===== src/design/irel_pkg.sv =====
// Package: constants, register map and carrier types for the interrupt request enable logic
//
// Notes on behaviour
// - Basic timer overflow sets the basic timer request flag; it stays set while pending.
// - Basic timer request flag reads 0 when no request or while being serviced.
// - Serial transmission complete sets the serial request flag; it stays set while pending.
// - Serial request flag reads 0 when no request or while being serviced.
// - Software writing 0 to the serial request flag cancels a pending serial request.
// - Enable register index 2FH: bit3 basic timer, bit2 timer1, bit1 timer0, bit0 pin.
// - Pin enable 0 withholds pin service; pin request stays pending.
// - Pin enable 1 with global enable starts processing when the pin flag is set.
// - Timer 0 enable 0 withholds timer 0 service; its request stays pending.
// - Timer 0 enable 1 with global enable starts processing when timer 0 flag set.
// - Timer 1 enable 0 withholds timer 1 service; its request stays pending.
// - Timer 1 enable 1 with global enable starts processing when timer 1 flag set.
// - Basic timer enable 0 withholds its service; its request stays pending.
// - Basic timer enable 1 with global enable starts processing when its flag set.
// - Preparation cycle saves counter and status word and clears the accepted flag.
// - Processing begins only after the current instruction cycle completes.
// - Several enabled requests are serviced in descending priority; lower ones wait.
package irel_pkg;

    // ==========================================================================
    // Register indices (byte address is four times the index)
    localparam logic [5:0] IREL_IDX_ENABLE   = 6'h2F;
    localparam logic [5:0] IREL_IDX_BT_REQ   = 6'h3C;
    localparam logic [5:0] IREL_IDX_SER_REQ  = 6'h3D;
    localparam logic [5:0] IREL_IDX_STATUS   = 6'h30;
    localparam logic [5:0] IREL_IDX_MASK     = 6'h31;
    localparam logic [5:0] IREL_IDX_SERVICE  = 6'h32;

    // ==========================================================================
    // Enable register fields
    localparam int IREL_EN_EXT = 0;
    localparam int IREL_EN_TM0 = 1;
    localparam int IREL_EN_TM1 = 2;
    localparam int IREL_EN_BT  = 3;

    // Status / mask event fields
    localparam int IREL_EV_BT     = 0;
    localparam int IREL_EV_SER    = 1;
    localparam int IREL_EV_ACCEPT = 2;

    // Reset values
    localparam logic [3:0] IREL_RST_ENABLE = 4'h0;
    localparam logic       IREL_RST_FLAG   = 1'b0;
    localparam logic [2:0] IREL_RST_EVENTS = 3'h0;

    // Preparation cycle length in clocks
    localparam logic [1:0] IREL_PREP_CYCLES = 2'h1;

    // ==========================================================================
    // Source numbers, highest priority first
    typedef enum logic [2:0] {
        IREL_SRC_EXT  = 3'b000,
        IREL_SRC_TM0  = 3'b001,
        IREL_SRC_TM1  = 3'b010,
        IREL_SRC_BT   = 3'b011,
        IREL_SRC_SER  = 3'b100,
        IREL_SRC_NONE = 3'b111
    } irel_src_t;

    typedef enum logic [1:0] {
        IREL_ST_IDLE    = 2'b00,
        IREL_ST_PREP    = 2'b01,
        IREL_ST_SERVICE = 2'b10
    } irel_state_t;

    // Event sources and request flags kept elsewhere
    typedef struct packed {
        logic bt_overflow;
        logic serial_done;
        logic ext_request_flag;
        logic timer0_request_flag;
        logic timer1_request_flag;
        logic serial_enable;
    } irel_src_in_t;

    // CPU sequencer status
    typedef struct packed {
        logic global_interrupt_enable;
        logic instr_done;
        logic reti;
    } irel_cpu_in_t;

    // Preparation cycle outputs to the sequencer and flag owners
    typedef struct packed {
        logic      prep;
        irel_src_t vector;
        logic      clr_ext;
        logic      clr_tm0;
        logic      clr_tm1;
        logic      in_service;
    } irel_cpu_out_t;

endpackage


===== src/design/irel_top.sv =====
// Interrupt request flags, enables, acceptance sequencer and APB register slave
//
// Local design decision: the APB register port.
`timescale 1ns/10ps
module irel_top (
    input  wire logic                    pclk,
    input  wire logic                    presetn,
    input  wire logic                    psel,
    input  wire logic                    penable,
    input  wire logic                    pwrite,
    input  wire logic [7:0]              paddr,
    input  wire logic [31:0]             pwdata,
    output logic      [31:0]             prdata,
    output logic                         pready,
    output logic                         pslverr,
    input  wire irel_pkg::irel_src_in_t  src_in,
    input  wire irel_pkg::irel_cpu_in_t  cpu_in,
    output irel_pkg::irel_cpu_out_t      cpu_out,
    output logic                         irq
);
    import irel_pkg::*;

    // ==========================================================================
    // State
    logic [3:0]  enable_reg;
    logic        basic_timer_request_flag;
    logic        serial_request_flag;
    logic [2:0]  status;
    logic [2:0]  mask;
    irel_state_t state;
    irel_src_t   active_src;

    // ==========================================================================
    // Bus decode
    logic        setup;
    logic        wr_fire;
    logic [5:0]  idx;
    logic        aligned;
    logic        mapped;
    logic        bad_addr;

    assign setup    = psel & ~penable;
    assign wr_fire  = psel & penable & pready & pwrite;
    assign idx      = paddr[7:2];
    assign aligned  = (paddr[1:0] == 2'h0);
    assign mapped   = (idx == IREL_IDX_ENABLE) || (idx == IREL_IDX_BT_REQ) ||
                      (idx == IREL_IDX_SER_REQ) || (idx == IREL_IDX_STATUS) ||
                      (idx == IREL_IDX_MASK) || (idx == IREL_IDX_SERVICE);
    assign bad_addr = ~(aligned & mapped);

    logic wr_enable;
    logic wr_bt;
    logic wr_ser;
    logic wr_status;
    logic wr_mask;

    assign wr_enable = wr_fire & ~bad_addr & (idx == IREL_IDX_ENABLE);
    assign wr_bt     = wr_fire & ~bad_addr & (idx == IREL_IDX_BT_REQ);
    assign wr_ser    = wr_fire & ~bad_addr & (idx == IREL_IDX_SER_REQ);
    assign wr_status = wr_fire & ~bad_addr & (idx == IREL_IDX_STATUS);
    assign wr_mask   = wr_fire & ~bad_addr & (idx == IREL_IDX_MASK);

    // ==========================================================================
    // Pending requests gated by enables and global enable
    logic [4:0] raw_req;
    logic [4:0] src_en;
    logic [4:0] pending;
    irel_src_t  winner;

    assign raw_req = {serial_request_flag, basic_timer_request_flag,
                      src_in.timer1_request_flag, src_in.timer0_request_flag,
                      src_in.ext_request_flag};
    assign src_en  = {src_in.serial_enable, enable_reg[IREL_EN_BT],
                      enable_reg[IREL_EN_TM1], enable_reg[IREL_EN_TM0],
                      enable_reg[IREL_EN_EXT]};

    // A disabled source keeps its flag; it is merely left out of the pick
    genvar g;
    generate
        for (g = 0; g < 5; g++) begin : g_gate
            assign pending[g] = raw_req[g] & src_en[g] &
                                cpu_in.global_interrupt_enable;
        end
    endgenerate

    // Lowest source number wins; the others stay pending untouched
    always_comb begin
        if (pending[0]) begin
            winner = IREL_SRC_EXT;
        end else if (pending[1]) begin
            winner = IREL_SRC_TM0;
        end else if (pending[2]) begin
            winner = IREL_SRC_TM1;
        end else if (pending[3]) begin
            winner = IREL_SRC_BT;
        end else if (pending[4]) begin
            winner = IREL_SRC_SER;
        end else begin
            winner = IREL_SRC_NONE;
        end
    end

    logic accept;
    // Only at an instruction boundary, so the running instruction completes first
    assign accept = (state == IREL_ST_IDLE) & cpu_in.instr_done &
                    (winner != IREL_SRC_NONE);

    // ==========================================================================
    // Acceptance sequencer
    always_ff @(posedge pclk or negedge presetn) begin
        if (!presetn) begin
            state      <= IREL_ST_IDLE;
            active_src <= IREL_SRC_NONE;
        end else begin
            case (state)
                IREL_ST_IDLE: begin
                    if (accept) begin
                        state      <= IREL_ST_PREP;
                        active_src <= winner;
                    end
                end
                IREL_ST_PREP: begin
                    state <= IREL_ST_SERVICE;
                end
                IREL_ST_SERVICE: begin
                    // No nesting: a new request waits until return
                    if (cpu_in.reti) begin
                        state      <= IREL_ST_IDLE;
                        active_src <= IREL_SRC_NONE;
                    end
                end
                default: begin
                    state      <= IREL_ST_IDLE;
                    active_src <= IREL_SRC_NONE;
                end
            endcase
        end
    end

    // Sequencer outputs, registered; prep lasts exactly the preparation cycle
    always_ff @(posedge pclk or negedge presetn) begin
        if (!presetn) begin
            cpu_out <= '{prep: 1'b0, vector: IREL_SRC_NONE, clr_ext: 1'b0,
                         clr_tm0: 1'b0, clr_tm1: 1'b0, in_service: 1'b0};
        end else begin
            cpu_out.prep       <= accept;
            cpu_out.vector     <= accept ? winner : active_src;
            cpu_out.clr_ext    <= accept & (winner == IREL_SRC_EXT);
            cpu_out.clr_tm0    <= accept & (winner == IREL_SRC_TM0);
            cpu_out.clr_tm1    <= accept & (winner == IREL_SRC_TM1);
            cpu_out.in_service <= accept | ((state != IREL_ST_IDLE) &
                                            ~(state == IREL_ST_SERVICE & cpu_in.reti));
        end
    end

    logic clr_bt_accept;
    logic clr_ser_accept;

    assign clr_bt_accept  = accept & (winner == IREL_SRC_BT);
    assign clr_ser_accept = accept & (winner == IREL_SRC_SER);

    // ==========================================================================
    // Enable register
    always_ff @(posedge pclk or negedge presetn) begin
        if (!presetn) begin
            enable_reg <= IREL_RST_ENABLE;
        end else if (wr_enable) begin
            enable_reg <= pwdata[3:0];
        end
    end

    // Basic timer flag: overflow beats any clear in the same cycle
    always_ff @(posedge pclk or negedge presetn) begin
        if (!presetn) begin
            basic_timer_request_flag <= IREL_RST_FLAG;
        end else if (src_in.bt_overflow) begin
            basic_timer_request_flag <= 1'b1;
        end else if (clr_bt_accept) begin
            basic_timer_request_flag <= 1'b0;
        end else if (wr_bt) begin
            basic_timer_request_flag <= pwdata[0];
        end
    end

    // Serial flag: completion wins, then a software write, so a forced request is never lost
    always_ff @(posedge pclk or negedge presetn) begin
        if (!presetn) begin
            serial_request_flag <= IREL_RST_FLAG;
        end else if (src_in.serial_done) begin
            serial_request_flag <= 1'b1;
        end else if (wr_ser) begin
            serial_request_flag <= pwdata[0];
        end else if (clr_ser_accept) begin
            serial_request_flag <= 1'b0;
        end
    end

    // ==========================================================================
    // Sticky event status, write one to clear, set wins
    logic [2:0] events;
    logic [2:0] next_status;

    assign events      = {accept, src_in.serial_done, src_in.bt_overflow};
    assign next_status = events | (status & ~(wr_status ? pwdata[2:0] : 3'h0));

    always_ff @(posedge pclk or negedge presetn) begin
        if (!presetn) begin
            status <= IREL_RST_EVENTS;
        end else begin
            status <= next_status;
        end
    end

    always_ff @(posedge pclk or negedge presetn) begin
        if (!presetn) begin
            mask <= IREL_RST_EVENTS;
        end else if (wr_mask) begin
            mask <= pwdata[2:0];
        end
    end

    // Interrupt line follows the status that will be stored, so no extra lag
    always_ff @(posedge pclk or negedge presetn) begin
        if (!presetn) begin
            irq <= 1'b0;
        end else begin
            irq <= |(next_status & (wr_mask ? pwdata[2:0] : mask));
        end
    end

    // ==========================================================================
    // APB answer: no wait state, data and error prepared in setup
    logic [31:0] rd_mux;

    always_comb begin
        rd_mux = 32'h0000_0000;
        case (idx)
            IREL_IDX_ENABLE:  rd_mux = {28'h0000000, enable_reg};
            IREL_IDX_BT_REQ:  rd_mux = {31'h00000000, basic_timer_request_flag};
            IREL_IDX_SER_REQ: rd_mux = {31'h00000000, serial_request_flag};
            IREL_IDX_STATUS:  rd_mux = {29'h00000000, status};
            IREL_IDX_MASK:    rd_mux = {29'h00000000, mask};
            IREL_IDX_SERVICE: rd_mux = {27'h0000000, state == IREL_ST_SERVICE,
                                        state == IREL_ST_PREP, active_src};
            default:          rd_mux = 32'h0000_0000;
        endcase
    end

    always_ff @(posedge pclk or negedge presetn) begin
        if (!presetn) begin
            pready  <= 1'b0;
            prdata  <= 32'h0000_0000;
            pslverr <= 1'b0;
        end else begin
            pready  <= setup;
            pslverr <= setup & bad_addr;
            if (setup & ~pwrite & ~bad_addr) begin
                prdata <= rd_mux;
            end else if (setup) begin
                prdata <= 32'h0000_0000;
            end
        end
    end
endmodule // irel_top


===== config.mk =====
export PLATFORM = sky130hd
export DESIGN_NAME = irel_top
export DESIGN_NICKNAME = d
export VERILOG_FILES = /design/src/design/irel_pkg.sv /design/src/design/irel_top.sv
export SDC_FILE = /design/constraint.sdc
export NUM_CORES = 1
export LEC_CHECK = 0
export ABC_AREA = 1
export BUFFER_PORTS_ARGS = -buffer_cell sky130_fd_sc_hd__buf_2
export CORE_ASPECT_RATIO = 1.2
export CORE_MARGIN = 4
export CORE_UTILIZATION = 45
export CTS_CLUSTER_DIAMETER = 80
export DETAILED_ROUTE_END_ITERATION = 12
export HOLD_SLACK_MARGIN = 0.05
export PLACE_DENSITY_LB_ADDON = 0.3
export SKIP_CTS_REPAIR_TIMING = 1
export SYNTH_ARGS = -nofsm -noshare
export SYNTH_HDL_FRONTEND = slang
export SYNTH_SLANG_ARGS = --single-unit

===== constraint.sdc =====
create_clock -name pclk -period 1.6 [get_ports pclk]
set_input_delay 0.16 -clock pclk [delete_from_list [all_inputs] [get_ports pclk]]
set_output_delay 0.16 -clock pclk [all_outputs]
set_load 0.01 [all_outputs]

# Yosys cells after proc, flatten, opt, wreduce, memory -nomap -nowiden
# Index checks and enable logic that the tools add are counted.
# op_classes
reduce_logical	15
eq_ne	15
n_bitwise	43
mux	22
# ops
op	count
32-bit 2-to-1 mux	2
6-bit == test, second input constant	6
1-bit AND	33
5-bit one-hot mux with 6 select lines	1
3-bit 2-to-1 mux	8
3-bit one-hot mux with 3 select lines	1
3-bit AND	2
3-bit by 2-bit == test with 1-bit output, second input constant	2
1-bit 2-to-1 mux	6
2-bit 2-to-1 mux	3
2-bit one-hot mux with 3 select lines	1
3-bit nonzero test	2
1-bit logical OR	5
1-bit inverter	5
2-bit logical NOT	2
2-bit != test, second input constant	2
2-bit AND reduction	2
2-bit nonzero test	2
3-bit by 1-bit == test with 1-bit output, second input constant	1
3-bit == test, second input constant	1
3-bit logical NOT	1
3-bit != test, second input constant	1
3-bit inverter	1
3-bit bitwise OR	1
other kinds (4)	4
# totals
out_inout_bits	43
register_bits	60
word_cells	112
in_bits	54

# Depth between registers and ports, before layout
# Gate-level depths: netlist (run 1).
# depth
word_depth	15
mapped_depth	11
depth_no_buf	11

# Least setup slack after synthesis (run 1)
# OpenSTA, ideal clock, no wires.
# synth_path
kind	reg-to-reg
startpoint	register enable_reg[0]
endpoint	register active_src[1]
n_path_buf	0
setup_time_ns	0.058
arrival_time_ns	1.291
t_required_ns	1.542
period_less_slack_ns	1.349
slack_ns	0.251
path_stages_with_launch	12
cell_sequence	dfrtp_1 nand3_1 nand2_1 nor2_2 nand2_1 nor2_2 nor2_4 inv_2 nand2_1 o21ai_1 o22ai_1 inv_1
# synth_between
elab_chain_len	7
# synth_lines
item	line	source
start: declaration	irel_top.sv:25	logic [3:0] enable_reg;
start signal: assignment	irel_top.sv:168	enable_reg <= pwdata[3:0];
1-bit AND (2 in series)	irel_top.sv:81	assign pending[g] = raw_req[g] & src_en[g] &
3-bit 2-to-1 mux	irel_top.sv:88	if (pending[0]) begin
3-bit != test	irel_top.sv:106	(winner != IREL_SRC_NONE);
1-bit AND	irel_top.sv:105	assign accept = (state == IREL_ST_IDLE) & cpu_in.instr_done &
net accept	irel_top.sv:103	logic accept;
3-bit 2-to-1 mux	irel_top.sv:117	if (accept) begin
3-bit one-hot mux with 3 select lines	irel_top.sv:115	case (state)
end signal: assignment	irel_top.sv:119	active_src <= winner;
end: declaration	irel_top.sv:31	irel_src_t active_src;
# The timed path passes the listed nets, and every way through them passes these cells.
# A chain may end at the register's enable or synchronous reset.

# Worst setup path in the final report (run 1)
# layout_path
startpoint	register enable_reg[2]
endpoint	register active_src[1]
# layout_between
elab_chain_len	9
# layout_lines
item	line	source
1-bit AND (2 in series)	irel_top.sv:81	
3-bit 2-to-1 mux	irel_top.sv:92	end else if (pending[2]) begin
3-bit 2-to-1 mux	irel_top.sv:90	end else if (pending[1]) begin
3-bit 2-to-1 mux	irel_top.sv:88	
3-bit != test	irel_top.sv:106	
1-bit AND	irel_top.sv:105	
net accept	irel_top.sv:103	
3-bit 2-to-1 mux	irel_top.sv:117	
3-bit one-hot mux with 3 select lines	irel_top.sv:115	
# The timed path passes the listed nets, and every way through them passes these cells.

==> results of run 1 <==
==> power groups by stage <==
stage          Clock [mW]  Combinational [mW]  Sequential, mW
3_5_place_dp            0               0.398            1.04
5_1_grt             0.651               0.479            1.04
3_3_place_gp            0               0.390            1.04
2_1_floorplan           0               0.262            1.06
4_1_cts             0.607               0.398            1.03
6_report            0.596               0.427            1.03
==> per-stage QoR <==
stage / hold slack [ns] / utilization (%)
after floorplan: -0.1356 / -
after detailed placement: 0.2670 / 51.97
after global placement: 0.2535 / 51.97
final: 0.05836 / 55.49
after global routing: 0.05932 / 55.49
after CTS: -0.03891 / 54.08
==> cells by family after synthesis <==
kind of cell,count (synthesis),synth area share [%]
other,1,0.2061
buffers and inverters,60,17.95
AND/OR/NAND/NOR,92,25.03
AO/OA/AOI/OAI,31,11.00
flip-flops,33,45.80
==> cell usage after synthesis <==
| cell type | number |
|---|---|
| nand2_1 | 41 |
| inv_1 | 30 |
| buf_4 | 27 |
| dfrtp_1 | 27 |
| nor2_1 | 19 |
| nand3_1 | 13 |
| o21ai_1 | 9 |
| dfstp_2 | 6 |
| a22o_1 | 5 |
| o22ai_1 | 5 |
| nor2_2 | 4 |
| a21oi_1 | 3 |
| inv_2 | 3 |
| nand4_1 | 3 |
| o21a_1 | 3 |
| nand2_2 | 2 |
| nand3_2 | 2 |
| nor2_4 | 2 |
| nor3_1 | 2 |
| o2111ai_1 | 2 |
| o21ai_0 | 2 |
| a22oi_1 | 1 |
| conb_1 | 1 |
| nand3_4 | 1 |
| nor2_8 | 1 |
| nor4_2 | 1 |
| o211ai_1 | 1 |
| or2_2 | 1 |
==> layout by cell type (no fill, tap or decap), drive strengths merged <==
cell type / Yosys / layout
clkinv: 0 / 2
dfrtp: 27 / 27
inv: 33 / 33
a21oi: 3 / 3
o2111ai: 2 / 2
a22oi: 1 / 1
nor4: 1 / 1
buf: 27 / 48
nand4: 3 / 3
conb: 1 / 27
a22o: 5 / 5
dfstp: 6 / 6
o211ai: 1 / 1
nand3: 16 / 16
nor3: 2 / 2
nor2: 26 / 26
o21ai: 11 / 11
o21a: 3 / 3
dlygate4sd3: 0 / 1
nand2: 43 / 43
clkbuf: 0 / 6
or2: 1 / 1
o22ai: 5 / 5
==> worst max path at each step <==
stage,startpoint,to,slack [ns],depth (start not counted)
after floorplan,enable_reg[0],active_src[1],0.25,11
final,enable_reg[2],active_src[1],0.1,11
after CTS,enable_reg[2],active_src[1],0.06,11
after detailed placement,paddr[5],enable_reg[0],0.05,10
after global placement,paddr[5],enable_reg[0],0.07,10
after global routing,enable_reg[1],active_src[1],-0.0008,11
==> routing by layer <==
metal | vias to the layer above | track usage [%] | wire [um]
met5 | - | 0 | 0
met4 | 0 | 6.504 | 57
met3 | 7 | 3.618 | 235
met2 | 51 | 27.08 | 1970
met1 | 690 | 18.43 | 1580
li1 | 756 | - | -
==> cell type report <==
type                    instances  share of cell area (%)
inverters                      33                   5.825
clock buffers                   6                   3.345
flip-flops and latches         33                   38.41
repair buffers                 49                   12.34
multi-input cells             150                   36.51
well taps                      54                   3.114
clock inverters                 2                  0.4614
==> summary.md, run 1 <==
| Metric | Value |
|---|---|
| WL final | 3.843 mm |
| Synth warn | 0 |
| Clk sink count | 33 |
| Post-route total power | 2.050 mW |
| Pwr dens | 944.7 nW/um2 |
| WP data arrival | 1.72 ns |
| Fin crit share | 93.96% |
| Max VDD drop | 0.4473 mV |
| Nets@finish | 326 |
| Worst R2R End | active_src[1] |
| Maximum clock frequency | 665.2 MHz |
| Yosys top cell area share | 37.14% |
| Synth cell types | 28 |
| IO Pins | 97 |
| Via count | 1504 |
| Switching Share | 30.15% |
| Yosys reg bits | 33 |
| Hold Vio Cnt, Final | 0 |
| Fill count | 391 |
| Clk buf depth | 2 |
| Crit path cell chain | nand3_1 > nand2_1 > nor2_4 > nand2_1 > nor2_4 > nor2_4 > inv_4 > nand2_1 > o21ai_1 > o22ai_1 > inv_1 |
| Hold Crit Start | penable |
| Internal reg-to-reg setup slack | 0.1 ns |
| First-pass GRT wire length | 6.237 mm |
| Comb power frac | 20.8% |
| ANT cells | 0 |
| Avg Synthesized Cell Area | 8.384 um2 |
| Layout area overhead | 19.26% |
| Max-slew headroom | 51.69% |
| Switching Power | 0.6180 mW |
| Chip width | 66.04 um |
| Top cells by area, synth | dfrtp_1 37%, buf_4 11%, dfstp_2 8.7% |
| Worst-Margin Slew | 0.7247 ns |
| Post-route ant nets | 0 |
| Post-place setup slack | 0.05303 ns |
| Starting Density | 46.53% |
| Syn Std Cell Area | 1819 um2 |
| CTS buffer count | 5 |
| Worst-Skew Late Latency | 0.28 ns |
| Total Routing Usage GR | 15.72% |
| DRT Pass-1 Iters | 4 |
| Kind of critical path | reg -> reg |
| CP top delay family | simple AND/OR/NAND/NOR gates |
| WL/cell | 11.75 um |
| Sequential fraction of the synthesis area | 45.80% |
| Die ar. | 5128 um2 |
| Biggest area consumer among synthesized cells | dfrtp_1 |
| Max stage delay on crit path | 0.38 ns |
| Initial antenna violation count | 0 |
| Area of the multi-input gates | 792.0 um2 |
| DIE HEIGHT | 77.65 um |
| CP bufs+invs | 2 |
| Ratio of cells with drive above 1 in the final layout | 30.04% |
| CTS tree | built |
| Crit path time final | 1.503 ns |
| Finished Layout Cells | 327 |
| Post-DP HPWL | 2.995 mm |
| Hold path cells | 2 |
| Seq pwr share | 50.1% |
| Largest register FFs | 8 |
| Finished Cell Area | 2170 um2 |
| CP Capture Type | register |
| Syn Inst Count | 217 |
| Slew Viols, Final | 0 |
| Outcome | complete, no violations |
| WHS Endpoint | pready |
| FF/Latch Area | 833.3 um2 |
| Placed Area | 2032 um2 |
| CP max FO | 8 |
| Clk slew on worst S/H paths | 0.07 ns |
| # DRC | 0 |
| H-Tree Depth | 2 |
| Floorplan row count | 25 |
| CP required | 1.82 ns |
| Fin Clk Skew | 0.007353 ns |
| Vias in the first global route | 1471 |
| Final setup fails | 0 |
| Setup TNS Final | 0 ns |
| Congestion Overflow GR | 0 |
| Worst path slowest cell | dfrtp_1 |
| Internal | 1.432 mW |
| R2R depth | 11 |
| Via density | 4.599 |
| Leakage | 1.191 nW |
| Placer Congestion | 0.8571 |
| CP Launch Type | register |
| Placed Cells | 317 |
| Clk network pwr share | 29.1% |
| Worst r2r src | enable_reg[2] |
| Max-cap violations | 0 |
| Final worst slack | 0.09658 ns |
| Root buffer cell | clkbuf_8 |
| Initial DRC count | 61 |
| Port bufs | 41 |
| Worst Hold Class | in -> reg |
| Largest net degree at the start of global routing | 34 |
| Core area | 3910 um2 |
Power figures use the tool's default switching activity.
==> run 2: changes to the inputs <==
Settings changed: ABC_AREA 1 to default, CAP_MARGIN from default to 5.
==> summary.md, run 2 <==
| Metric | Value |
|---|---|
| Outcome | finished with violations |
| Failing checks | setup timing |
| H-Tree Depth | 2 |
| Largest family of logic cells by synthesized area | simple AND/OR/NAND/NOR gates |
| EDFF count, synth | 0 |
| CP Launch Type | register |
| Congestion Overflow GR | 0 |
| Max VDD drop | 0.4970 mV |
| Initial DRC count | 52 |
| Adder-Cell Fraction of Synth Area | 0% |
| Synth warn | 0 |
| Yosys top cell area share | 36.27% |
| Layout area overhead | 31.16% |
| DRT Pass-1 Iters | 4 |
| Root buffer cell | clkbuf_8 |
| Post-DP HPWL | 3.489 mm |
| Via density | 4.984 |
| Primary FF master, synth | dfrtp_1 |
| Nets@finish | 305 |
| Clk buf depth | 2 |
| Final setup fails | 4 |
| Largest net degree at the start of global routing | 34 |
| CP Capture Type | register |
| Port bufs | 41 |
| Fin crit share | 106.0% |
| Ratio of cells with drive above 1 in the final layout | 45.63% |
| Final worst slack | -0.09653 ns |
| Max-cap violations | 0 |
| Post-route ant nets | 0 |
| Post-synthesis mux area share | 6.985% |
| WL/cell | 14.39 um |
| WL final | 4.402 mm |
| Top-count cell post-synth | buf_4 |
| Post-synth ARST share | 100.0% |
| Clk sink count | 33 |
| Commonest non-fill, non-tap cell in the layout | buf_2 |
| Vias in the first global route | 1531 |
| Final Util | 61.51% |
| CTS tree | built |
| Syn Std Cell Area | 1863 um2 |
| Clk slew on worst S/H paths | 0.07 ns |
| RSZ-0062 raised after global routing | yes |
| Die ar. | 5238 um2 |
| Synth Area in Simple Gates | 17.19% |
| Avg Synthesized Cell Area | 10.96 um2 |
| Post-synth top cells | 29 x buf_4, 27 x dfrtp_1, 11 x nand2_1 |
| Biggest area consumer among synthesized cells | dfrtp_1 |
| Slew Viols, Final | 0 |
| Floorplan row count | 25 |
| First-pass GRT wire length | 7.134 mm |
| Post-place setup slack | -0.3179 ns |
| Post-Synth XOR/XNOR Area | 0.4701% |
| Syn Inst Count | 170 |
| Worst Hold Class | in -> reg |
| Starting Density | 46.90% |
| Leakage | 1.220 nW |
| IO Pins | 97 |
| ANT cells | 0 |
| Crit path time final | 1.697 ns |
| CTS buffer count | 5 |
| Yosys reg bits | 33 |
| Fin Clk Skew | 0.005315 ns |
| Chip width | 66.74 um |
| Maximum clock frequency | 589.4 MHz |
| Compound-cell area share of the yosys netlist | 16.66% |
| Hold Vio Cnt, Final | 0 |
| Worst-Skew Late Latency | 0.28 ns |
| Total Routing Usage GR | 17.82% |
| Max-slew headroom | 51.90% |
| Synth cell types | 48 |
| DIE HEIGHT | 78.49 um |
| Top cells by area, synth | dfrtp_1 36%, buf_4 12%, dfstp_2 8.5% |
| Largest register FFs | 8 |
| Post-route total power | 2.034 mW |
| CP required | 1.81 ns |
| Placer Congestion | 0.7977 |
| CP max FO | 6 |
| Kind of critical path | reg -> reg |
| Initial antenna violation count | 0 |
| Fill count | 357 |
| Pwr dens | 832.4 nW/um2 |
| Core area | 3973 um2 |
| Sequential fraction of the synthesis area | 44.73% |
| # DRC | 0 |
| Via count | 1525 |
| Worst-Margin Slew | 0.7215 ns |
| WP data arrival | 1.91 ns |
| Commonest non-fill, non-tap cells in the layout | 41 x buf_2, 35 x buf_4, 27 x conb_1, 27 x dfrtp_1 |
-- run 2: cell types whose count changed after synthesis, sizes merged, moves of 4 or more --
| cell | before | now |
|---|---|---|
| nand3 | 16 | 5 |
| mux2i | 0 | 4 |
| mux2 | 0 | 8 |
| inv | 33 | 9 |
| a31oi | 0 | 4 |
| nor2 | 26 | 10 |
| o22ai | 5 | 0 |
| o21ai | 11 | 0 |
| nand2 | 43 | 11 |
-- run 2: through the flow --
step	cells	instance area, um2	TNS (ns)	hold WS (ns)
floorplan	196	1971	-0.2811	-0.1356
global placement	296	2283	-1.125	0.2506
detailed placement	296	2283	-1.300	0.2575
CTS	304	2400	-0.4796	-0.04736
global route	306	2444	-0.8503	0.1059
finish	306	2444	-0.1812	0.1071
-- run 2: critical path: stages, from the launching register on --
cell and delay (ns):
dfrtp_1 0.40, a22oi_2 0.19, a31oi_1 0.13, o21a_2 0.29, buf_4 0.16, mux2i_4 0.18
o32a_1 0.28
-- run 2: metal layers --
metal  track usage (%)  wire, um
met1             21.53      1767
met2             30.56      2310
met3             5.007       279
met4             4.878        45
met5                 0         0
-- run 2: layout make-up --
cell class                 instances  area (um2)  share of cell area, %
multi-input combinational        124       903.4                  36.97
sequential                        33       833.3                  34.10
clock inverter                     1       30.03                  1.229
tap                               54       67.56                  2.765
inverter                           9       33.78                  1.382
clock buffer                       7       86.33                  3.533
timing repair buffer              78       489.2                  20.02
-- run 2: path summary, 6_finish.rpt --
| path | from | end | slack [ns] | depth (start not counted) |
|---|---|---|---|---|
| worst max-delay path | enable_reg[1] | active_src[0] | -0.1 | 6 |
| worst max register to register | enable_reg[1] | active_src[0] | -0.1 | 6 |
| max in group asynchronous | presetn | serial_request_flag | 0.67 | 2 |
| min in group asynchronous | presetn | state[1] | 0.46 | 2 |
| worst min-delay path | pwdata[3] | enable_reg[3] | 0.11 | 2 |
| worst min register to register | prdata[4] | prdata[4] | 0.50 | 1 |
-- run 2: report_power, final --
group | switching [mW] | leakage [nW] | total, mW | internal [mW]
registers | 0.0199 | 0.411 | 0.910 | 0.890
clock network | 0.302 | 0.0585 | 0.810 | 0.508
logic | 0.171 | 0.751 | 0.314 | 0.143
total | 0.493 | 1.22 | 2.03 | 1.54
-- run 2: logic make-up (layout without fill, tap and decap cells) --
group / Yosys count / count (layout)
compound gates: 35 / 35
other cells: 1 / 27
simple gates: 49 / 49
xor+xnor: 1 / 1
flops: 33 / 33
buf+inv: 39 / 95
mux: 12 / 12
==> run 3: changes to the inputs <==
--- a/config.mk
+++ b/config.mk
@@ -17,2 +17,3 @@
 export SKIP_CTS_REPAIR_TIMING = 1
+export SLEW_MARGIN = 25
 export SYNTH_ARGS = -nofsm -noshare
==> constraint.sdc (replaced) <==
create_clock -name pclk -period 1.85 [get_ports pclk]
set_input_delay 0.0925 -clock pclk [delete_from_list [all_inputs] [get_ports pclk]]
set_output_delay 0.0925 -clock pclk [all_outputs]
set_load 0.01 [all_outputs]
==> summary.md, run 3 (synthesized netlist as in run 2, its figures left out) <==
| Metric | Value |
|---|---|
| Outcome | complete, no violations |
| Placed Cells | 282 |
| CP required | 2.00 ns |
| Post-DP HPWL | 3.254 mm |
| WL/cell | 14.22 um |
| H-Tree Depth | 2 |
| Total Routing Usage GR | 16.68% |
| Commonest non-fill, non-tap cell in the layout | buf_2 |
| Port bufs | 41 |
| Core area | 3973 um2 |
| Leakage | 1.131 nW |
| Max VDD drop | 0.4632 mV |
| Finished Layout Cells | 292 |
| CTS buffer count | 5 |
| Initial antenna violation count | 0 |
| Worst Hold Class | in -> reg |
| Setup TNS Final | 0 ns |
| Final setup fails | 0 |
| Largest register FFs | 8 |
| Vias in the first global route | 1470 |
| Worst-Skew Late Latency | 0.28 ns |
| Maximum clock frequency | 548.1 MHz |
| Hold path cells | 2 |
| Ratio of cells with drive above 1 in the final layout | 41.18% |
| Clk slew on worst S/H paths | 0.07 ns |
| Crit path cell chain | nand4_1 > nor4_4 > mux2_2 > o21a_1 > a221o_1 |
| R2R depth | 5 |
| CP max FO | 3 |
| Clk buf depth | 2 |
| DRT Pass-1 Iters | 4 |
| Worst path slowest cell | nor4_4 |
| Floorplan row count | 25 |
| Max-cap violations | 0 |
| IO Pins | 97 |
| Largest net degree at the start of global routing | 34 |
| Kind of critical path | reg -> reg |
| Placer Congestion | 0.8019 |
| CTS tree | built |
| First-pass GRT wire length | 6.617 mm |
| Starting Density | 46.90% |
| Slew Viols, Final | 0 |
| WP data arrival | 1.98 ns |
| Hold Vio Cnt, Final | 0 |
| Via density | 5.000 |
| Layout area overhead | 22.43% |
| Initial DRC count | 75 |
| ANT cells | 0 |
| Post-route ant nets | 0 |
| RSZ-0062 raised after global routing | yes |
| Fin Clk Skew | 0.007762 ns |
| Clk sink count | 33 |
| Commonest non-fill, non-tap cells in the layout | 41 x buf_2, 27 x conb_1, 27 x dfrtp_1 |
| Root buffer cell | clkbuf_8 |
| Via count | 1460 |
| Crit path time final | 1.824 ns |
| # DRC | 0 |
| Fin crit share | 98.62% |
| WL final | 4.152 mm |
| Pwr dens | 675.6 nW/um2 |
| DIE HEIGHT | 78.49 um |
| Max stage delay on crit path | 0.41 ns |
| CP Capture Type | register |
| Die ar. | 5238 um2 |
| Congestion Overflow GR | 0 |
| CP Launch Type | register |
| Worst-Margin Slew | 0.7352 ns |
| Max-slew headroom | 50.99% |
| Nets@finish | 291 |
| Chip width | 66.74 um |
[run 3: changes by cell type in the layout (fill, tap and decap cells not counted), sizes merged]
cell and delta:
dlygate4sd3 +1, bufinv -1, clkbuf -2, clkinv +2, buf -15, clkinvlp +1
[run 3: through the flow]
| step | hold slack (ns) | cell area, um2 | util [%] | worst slack [ns] | power (mW) |
|---|---|---|---|---|---|
| after floorplan | -0.2031 | 1966 | - | 0.1013 | 0.9584 |
| after global placement | 0.1891 | 2173 | 54.71 | -0.04251 | 1.023 |
| after detailed placement | 0.1923 | 2173 | 54.71 | -0.04352 | 1.025 |
| after CTS | -0.1279 | 2260 | 56.88 | -0.01174 | 1.554 |
| after global routing | 0.05188 | 2281 | 57.42 | -0.06355 | 1.615 |
| final | 0.05477 | 2281 | 57.42 | 0.02558 | 1.541 |
[run 3: final cells by class]
class	instances	area, um2
fill	360	1692
multi-input combinational	124	877.1
sequential	33	833.3
timing repair buffer	64	382.9
clock buffer	5	68.82
tap	54	67.56
inverter	9	33.78
clock inverter	3	17.52
[run 3: path summary, 6_finish.rpt]
path	from	to	slack [ns]
max in group asynchronous	presetn	status[1]	0.98
min in group asynchronous	presetn	prdata[3]	0.39
worst max register to register	pready	irq	0.03
worst min-delay path	src_in[5]	status[0]	0.05
worst min register to register	prdata[4]	prdata[4]	0.50
worst max-delay path	pready	irq	0.03
[run 3: power breakdown]
part	total [mW]	switching [mW]	internal, mW
Combinational	0.229	0.136	0.0925
Clock	0.525	0.266	0.259
Sequential	0.787	0.0173	0.770
[run 3: routing by layer]
metal / GRT usage [%] / wire length [um] / up-vias
met2: 28.37 / 2154 / 47
met3: 4.864 / 293 / 2
met1: 19.91 / 1693 / 708
met4: 5.285 / 12 / 0
li1: - / - / 703
met5: 0 / 0 / -
[run 3: critical path, delay by kind of cell (launching register included)]
family | cells | cell delay, ns
AO/OA/AOI/OAI | 2 | 0.39
flip-flops | 1 | 0.35
multiplexers | 1 | 0.39
AND/OR/NAND/NOR | 2 | 0.57
